==> src/inc/fsc_pkg.sv <==
// Purpose: Shared constants and types for the filter start control ends.
// Assumes: One sample clock at 50 MHz; active-low asynchronous reset.
// Notes:   Both the device end and the controller end compile against this.
package fsc_pkg;

    // Widths of the sample paths.
    localparam int DATA_W = 16;
    localparam int OUT_W  = 24;
    localparam int ACC_W  = 40;

    // Output formatter field positions within the accumulator word.
    localparam int UPPER_LSB_SEL  = 24;
    localparam int UPPER_LSB_NSEL = 16;
    localparam int LOWER_LSB_NORM = 16;
    localparam int BYP_LSB        = 16;

    // Reset value of the active-low start lines and chain output.
    localparam logic START_IDLE = 1'b1;

    // Controller pulse timing: high time before and low time of a start.
    localparam int PRE_HIGH_CYC = 2;
    localparam int PULSE_CYC    = 1;
    localparam logic [3:0] CNT_ZERO = 4'h0;

    // Controller sequencing states.
    typedef enum logic [2:0] {
        FSC_IDLE,
        FSC_RESET,
        FSC_CONFIG,
        FSC_PREHIGH,
        FSC_PULSE,
        FSC_DONE
    } fsc_ctl_state_t;

endpackage

==> src/inc/fsc_if.sv <==
// Purpose: Start link between the controlling party and the filter device.
// Assumes: Both ends run on the same sample clock.
// Notes:   Active-low start lines idle high.
`timescale 1ns/1ps
interface fsc_if (
    input wire logic mclk
);
    logic                         resetn_dev;
    logic                         async_start_in_n;
    logic                         sync_start_in_n;
    logic                         start_chain_out_n;
    logic                         sample_valid;
    logic [fsc_pkg::DATA_W-1:0]   sample_data;

    // Device end of the link.
    modport device (
        input  mclk,
        input  resetn_dev,
        input  async_start_in_n,
        input  sync_start_in_n,
        input  sample_valid,
        input  sample_data,
        output start_chain_out_n
    );

    // Controlling party's end of the link.
    modport host (
        input  mclk,
        input  start_chain_out_n,
        output resetn_dev,
        output async_start_in_n,
        output sync_start_in_n,
        output sample_valid,
        output sample_data
    );
endinterface

==> src/design/fsc_device.sv <==
// Purpose: Start-up control of the decimating filter device.
// Assumes: Link clocked by mclk; async start may come from anywhere.
// Notes:   The datapath itself is reduced to gating and output formatting.
`timescale 1ns/1ps
module fsc_device (
    // Link
    fsc_if.device                      lnk,
    // Reset
    input  wire logic                  resetn,
    // Output formatting controls and accumulated result
    input  wire logic                  fir_bypass_select,
    input  wire logic                  upper_output_select,
    input  wire logic [fsc_pkg::ACC_W-1:0] acc_word,
    // User side
    output logic                       operating,
    output logic                       sample_take,
    output logic [fsc_pkg::DATA_W-1:0] sample_out,
    output logic [fsc_pkg::OUT_W-1:0]  data_out
);
    // Only the start logic is modelled in full. The accumulator word comes
    // in from outside and is formatted every cycle, whether or not the
    // device operates, because the datapath that would gate it is absent.

    // Combined reset of all start state.
    logic                       rst_n;
    // Synchronizer stages of the asynchronous start and their next values.
    logic                       async_s1;
    logic                       async_s2;
    logic                       async_s3;
    logic                       next_async_s1;
    logic                       next_async_s2;
    logic                       next_async_s3;
    // Last level of the synchronous start and its next value.
    logic                       sync_prev;
    logic                       next_sync_prev;
    // Decoded start edges, both active high.
    logic                       async_fall;
    logic                       sync_fall;
    // Registered start chain and its next value.
    logic                       start_chain_out_n_q;
    logic                       next_chain;
    // Next values of the user side outputs.
    logic                       next_operating;
    logic                       next_take;
    logic [fsc_pkg::DATA_W-1:0] next_sample;
    logic [fsc_pkg::OUT_W-1:0]  next_data_out;

    // A start is a high level seen at one edge and a low level at the next,
    // so a line that simply stays low can never start the device twice.
    function automatic logic start_edge(input logic prev_lvl,
                                        input logic now_lvl);
        return prev_lvl & ~now_lvl;
    endfunction

    // Picks the byte that goes to the top of the output word.
    function automatic logic [7:0] upper_byte(
        input logic [fsc_pkg::ACC_W-1:0] acc,
        input int                        lsb);
        return acc[lsb +: 8];
    endfunction

    // The outer reset and the host's device reset both clear the start
    // state. The host drives its reset from a flop on mclk, so only the
    // outer reset can arrive at an arbitrary time.
    // either reset clears
    assign rst_n = resetn & lnk.resetn_dev;

    // Two stages settle the pin; the third only remembers the last settled
    // level for the edge test, so a metastable value never reaches it.
    // The price is three cycles of lead before the chain pulse, and a low
    // pulse shorter than one clock period may be missed altogether.
    // synchronize async start
    always_comb begin
        next_async_s1 = lnk.async_start_in_n;
        next_async_s2 = async_s1;
        next_async_s3 = async_s2;
    end

    // Synchronizer registers; the first stage feeds only the second.
    always_ff @(posedge lnk.mclk or negedge rst_n) begin
        if (!rst_n) begin
            async_s1 <= fsc_pkg::START_IDLE;
            async_s2 <= fsc_pkg::START_IDLE;
            async_s3 <= fsc_pkg::START_IDLE;
        end else begin
            async_s1 <= next_async_s1;
            async_s2 <= next_async_s2;
            async_s3 <= next_async_s3;
        end
    end

    // The synchronous start is already aligned to mclk; one register keeps
    // its last level for the edge test and adds no delay to the start.
    always_comb begin
        next_sync_prev = lnk.sync_start_in_n;
    end

    // Last level of the synchronous start, idle high after reset.
    always_ff @(posedge lnk.mclk or negedge rst_n) begin
        if (!rst_n) begin
            sync_prev <= fsc_pkg::START_IDLE;
        end else begin
            sync_prev <= next_sync_prev;
        end
    end

    // Both edge detectors reset to the idle high level, so a line that is
    // held high through reset gives no false edge on release.
    // edge only detect
    always_comb begin
        async_fall = start_edge(async_s3, async_s2);
        sync_fall  = start_edge(sync_prev, lnk.sync_start_in_n);
    end

    // The chain is low for one cycle and registered, so a downstream device
    // sees its falling edge at the same edge at which this device enters
    // operating mode; both then start together. A synchronous start does
    // not drive the chain, since the downstream devices share that pulse.
    // aligned to downstream
    always_comb begin
        next_chain = ~async_fall;
    end

    // Start chain register, idle high in reset.
    // chain from synchronized
    always_ff @(posedge lnk.mclk or negedge rst_n) begin
        if (!rst_n) begin
            start_chain_out_n_q <= fsc_pkg::START_IDLE;
        end else begin
            start_chain_out_n_q <= next_chain;
        end
    end

    // Operating mode is entered on a synchronous start edge directly, or on
    // the edge after the chain pulse for an asynchronous start, and is left
    // only through reset. A further start while operating changes nothing,
    // which keeps a stray pulse from disturbing a running filter.
    // sync start direct
    always_comb begin
        next_operating = operating | sync_fall | ~start_chain_out_n_q;
    end

    // Mode register; any reset drops it, so each reset needs a new start.
    // reset clears mode
    always_ff @(posedge lnk.mclk or negedge rst_n) begin
        if (!rst_n) begin
            operating <= 1'b0;
        end else begin
            operating <= next_operating;
        end
    end

    // Samples offered before operating mode are dropped without a trace,
    // and the held sample keeps the last value that was accepted. Valid and
    // data come from logic on mclk, so they need no synchronizer.
    // ignore until operating
    always_comb begin
        next_take   = operating & lnk.sample_valid;
        next_sample = sample_out;
        if (next_take) begin
            next_sample = lnk.sample_data;
        end
    end

    // Sample registers.
    always_ff @(posedge lnk.mclk or negedge rst_n) begin
        if (!rst_n) begin
            sample_take <= 1'b0;
            sample_out  <= '0;
        end else begin
            sample_take <= next_take;
            sample_out  <= next_sample;
        end
    end

    // Output formatting. The lower sixteen bits come from one fixed field
    // and the upper byte depends on the select pin, unless the bypass is
    // set: the word is then one contiguous field and the pin is ignored.
    // The word stays fractional two's complement in every mode.
    // output formatting
    always_comb begin
        next_data_out = {
            upper_byte(acc_word, fsc_pkg::UPPER_LSB_NSEL),
            acc_word[fsc_pkg::LOWER_LSB_NORM +: fsc_pkg::DATA_W]};
        if (fir_bypass_select) begin
            next_data_out = acc_word[fsc_pkg::BYP_LSB +: fsc_pkg::OUT_W];
        end else if (upper_output_select) begin
            next_data_out = {
                upper_byte(acc_word, fsc_pkg::UPPER_LSB_SEL),
                acc_word[fsc_pkg::LOWER_LSB_NORM +: fsc_pkg::DATA_W]};
        end
    end

    // Output word register. The word is not gated by operating mode, so a
    // user must qualify it with the mode flag.
    always_ff @(posedge lnk.mclk or negedge rst_n) begin
        if (!rst_n) begin
            data_out <= '0;
        end else begin
            data_out <= next_data_out;
        end
    end

    // The chain leaves straight from its flop.
    assign lnk.start_chain_out_n = start_chain_out_n_q;
endmodule

==> src/flat_wrapper.sv <==
// flat-port wrapper written by rule: the top's interface ports become plain ports
module fsc_device_flat 
  (resetn, fir_bypass_select, upper_output_select, acc_word, operating, sample_take, sample_out, data_out, mclk, lnk_resetn_dev, lnk_async_start_in_n, lnk_sync_start_in_n, lnk_sample_valid, lnk_sample_data, lnk_start_chain_out_n);
  fsc_if lnk_i (.mclk(mclk));
  input  wire logic resetn;
  input  wire logic fir_bypass_select;
  input  wire logic upper_output_select;
  input  wire logic [fsc_pkg::ACC_W-1:0] acc_word;
  output logic operating;
  output logic sample_take;
  output logic [fsc_pkg::DATA_W-1:0] sample_out;
  output logic [fsc_pkg::OUT_W-1:0] data_out;
  input wire logic mclk;
  input wire logic [$bits(lnk_i.resetn_dev)-1:0] lnk_resetn_dev;
  input wire logic [$bits(lnk_i.async_start_in_n)-1:0] lnk_async_start_in_n;
  input wire logic [$bits(lnk_i.sync_start_in_n)-1:0] lnk_sync_start_in_n;
  input wire logic [$bits(lnk_i.sample_valid)-1:0] lnk_sample_valid;
  input wire logic [$bits(lnk_i.sample_data)-1:0] lnk_sample_data;
  output wire logic [$bits(lnk_i.start_chain_out_n)-1:0] lnk_start_chain_out_n;
  assign lnk_i.resetn_dev = lnk_resetn_dev;
  assign lnk_i.async_start_in_n = lnk_async_start_in_n;
  assign lnk_i.sync_start_in_n = lnk_sync_start_in_n;
  assign lnk_i.sample_valid = lnk_sample_valid;
  assign lnk_i.sample_data = lnk_sample_data;
  assign lnk_start_chain_out_n = lnk_i.start_chain_out_n;
  fsc_device u_core (.lnk(lnk_i), .resetn(resetn), .fir_bypass_select(fir_bypass_select), .upper_output_select(upper_output_select), .acc_word(acc_word), .operating(operating), .sample_take(sample_take), .sample_out(sample_out), .data_out(data_out));
endmodule
==> config.mk <==
export PLATFORM = sky130hd
export DESIGN_NAME = fsc_device_flat
export DESIGN_NICKNAME = d
export VERILOG_FILES = /design/src/inc/fsc_pkg.sv /design/src/inc/fsc_if.sv /design/src/design/fsc_device.sv /design/src/flat_wrapper.sv
export SDC_FILE = /design/constraint.sdc
export NUM_CORES = 1
export LEC_CHECK = 0
export BUFFER_PORTS_ARGS = -buffer_cell sky130_fd_sc_hd__buf_4
export CAP_MARGIN = 15
export CORE_ASPECT_RATIO = 1.25
export CORE_UTILIZATION = 39
export DETAILED_ROUTE_END_ITERATION = 12
export GPL_TIMING_DRIVEN = 0
export PLACE_DENSITY = 0.83
export SYNTH_ARGS = -nofsm -noshare
export SYNTH_HDL_FRONTEND = slang
export SYNTH_SLANG_ARGS = --single-unit
==> constraint.sdc <==
create_clock -name mclk -period 2.6 [get_ports mclk]
set_clock_uncertainty 0.2 [all_clocks]
set_input_delay 0.26 -clock mclk [delete_from_list [all_inputs] [get_ports mclk]]
set_output_delay 0.26 -clock mclk [all_outputs]
set_load 0.02 [all_outputs]
==> summary.txt <==
Status
  • Status: finished clean

CTS
  • Worst-path clk slew: 0.08 ns
  • Clock Latency Late Sink: 0.30 ns
  • Cts bufs inserted: 5
  • Number of setup buffers added after CTS: 0
  • Clk sinks: 47
  • CTS tree: done
  • Hold Buf Count CTS: 47
  • Root Buffer: clkbuf_8
  • H-Tree Depth: 2
  • Clock buffer depth: 2
  • Post_cts resized: 0

Worst setup path
  • Setup crit end kind: asynchronous set/reset pin
  • Kind of critical path: in2async
  • Worst-path maximum fanout: 16
  • Critical path launch point type: input port
  • CP Data Required Time: 2.75 ns
  • Worst EP arrival: 2.12 ns

Synth
  • Synthesized area: 1620 um^2
  • Post-synth EDFFs: 0
  • Netlist cell types: 15
  • Most common cell in the netlist: dfrtp_1
  • Syn_area_per_cell: 16.8 um^2
  • Post-Syn Instances: 96
  • Yosys top cell area share: 0.651
  • Part of the Yosys area used for sequential elements: 0.732
  • Synth top cells by count: 42 x dfrtp_1, 9 x mux2_4, 8 x mux2i_1, 8 x nand2_1, 8 x o21ai_0
  • Post-Syn Nets: 160
  • Top cells by area, synth: dfrtp_1 65%, mux2_4 8.4%, dfstp_2 8.1%
  • Area leader, netlist: dfrtp_1
  • Synthesis-stage register bit count: 47
  • Asr flop ratio synth: 1.00
  • Total of warnings raised by yosys: 0
  • Ys flop type: dfrtp_1

Drt
  • DR DRC count: 0
  • Vias per cell: 4.65
  • Post-Route WL: 4800 um
  • 1st-iter DRT viols: 14
  • Vias: 1371
  • Post-DRT Antenna Nets: 0
  • TritonRoute pass-1 iters: 4
  • Mean routed wirelength per cell: 16.3 um

Job
  • MaxCap Viol Count: 0

Global routing
  • Vias in the first global route: 1585
  • First-pass GRT wire length: 7490 um
  • GR Util All Layers: 0.244
  • Initial antenna violation count: 0
  • Pin count of the biggest net entering global routing: 31
  • GR Overflow Total: 0

Power and ir drop
  • Switching power: 0.430 mW
  • Clock power frac: 0.282
  • Sw Ratio: 0.263
  • Cell Int Power: 1.20 mW
  • Comb pwr share: 0.222
  • Sequential share of power: 0.496
  • Total Power: 1.63 mW
  • Leakage power figure: 1.46 nW
  • Cell Pwr Density: 556 nW/um^2
  • VDD IR max: 0.433 mV

Final layout
  • Diode count: 0
  • # nets final: 304
  • Final Non-Filler Cells: 295
  • Layout cells sized above 1: 0.515
  • Area delta synth->final: 82.1%

Place
  • RePlAce Congestion: 0.691
  • IO buf count: 89
  • Placed insts: 240
  • Dpl hpwl: 2620 um

Die
  • Die Wd: 59.6 um
  • Area of the die: 4400 um^2
  • # IOs: 107
  • Core area: 3880 um^2
  • Die Height: 74.0 um
  • Initial Utilization: 0.416
  • Num rows: 25

Timing
  • Tmin final: 1.97 ns
  • Setup violators final: 0
  • Slew HR: 0.522
  • Setup repair after global routing missed its margin: false
  • Final Hold Vio Count: 0
  • FMAX: 0.508 GHz
  • Worst slew pin tran: 0.715 ns
  • Setup_tns: 0 ns
  • Pins Over Slew Limit: 0
  • Final Cycle Share: 0.757

Min path
  • Min-Delay Path Class: in2reg
layer usage:
| layer | part of all wire | global-route usage |
|---|---|---|
| met5 | 0 | 0 |
| met4 | 0.022 | 0.103 |
| met3 | 0.091 | 0.0922 |
| met2 | 0.54 | 0.448 |
| met1 | 0.34 | 0.243 |
kinds of logic after synthesis:
kind of cell,Yosys count,share of synthesized area
AOI/OAI and AO/OA,8,0.0248
and+or+nand+nor,13,0.0418
buffers and inverters,4,0.0194
muxes,24,0.182
DFF,47,0.732
critical path: stages:
cell           delay, ns
dlygate4sd3_1       0.53
buf_4               0.10
and2_2              0.18
dlygate4sd3_1       1.03
power by group through the flow:
stage | Clock [mW] | Sequential (mW) | Combinational, mW
after global placement | 0 | 0.819 | 0.287
after global routing | 0.501 | 0.817 | 0.383
after floorplan | 0 | 0.885 | 0.0726
final | 0.462 | 0.811 | 0.362
after detailed placement | 0 | 0.822 | 0.296
after CTS | 0.472 | 0.807 | 0.355
through the flow:
step                      utilization  cell area (um^2)  setup WS [ns]  hold slack, ns
after global placement          0.606              2350          0.149           0.146
final                           0.758              2940          0.633          0.0105
after detailed placement        0.612              2370           1.24           0.150
after global routing            0.758              2940          0.487         0.00244
after CTS                       0.758              2940          0.628        0.000628
after floorplan                     -              1620          0.749          0.0645
final cells by class:
class	count	area, um^2
repair buffers	137	1160
clock inverters	2	16.3
fillers	242	937
clock buffers	6	82.6
multi-input cells	45	403
inverters	1	3.75
flip-flops and latches	47	1180
well taps	54	67.6
plain buffers	3	27.5
path summary, 6_finish.rpt:
kind | from | slack [ns] | end | cells after the start
setup / recovery | lnk_resetn_dev | 0.63 | u_core.sample_out[10] | 4
setup reg to reg | u_core.operating | 1.22 | u_core.sample_out[13] | 3
hold / removal | lnk_sample_data[14] | 0.01 | u_core.sample_out[14] | 2
min in group asynchronous | resetn | 0.40 | u_core.sync_prev | 3
max in group mclk | acc_word[22] | 0.67 | u_core.data_out[22] | 5
hold reg to reg | u_core.async_s1 | 0.18 | u_core.async_s2 | 0
layout by cell type (no fill, tap or decap), drive strengths merged:
cell	instances
and2	1
buf	93
clkbuf	6
clkinv	1
clkinvlp	1
dfrtp	42
dfstp	5
dlygate4sd3	47
inv	1
mux2	16
mux2i	8
nand2	9
nand2b	2
nand3b	1
o21ai	8
sequential cells by signal (all words and copies together), names as in the netlist:
signal and count:
u_core.async_s3 1, u_core.lnk.start_chain_out_n 1, u_core.async_s2 1, u_core.sample_take 1
u_core.sync_prev 1, u_core.operating 1, u_core.async_s1 1, u_core.data_out 24
u_core.sample_out 16
(Power assumes the default switching activity.)
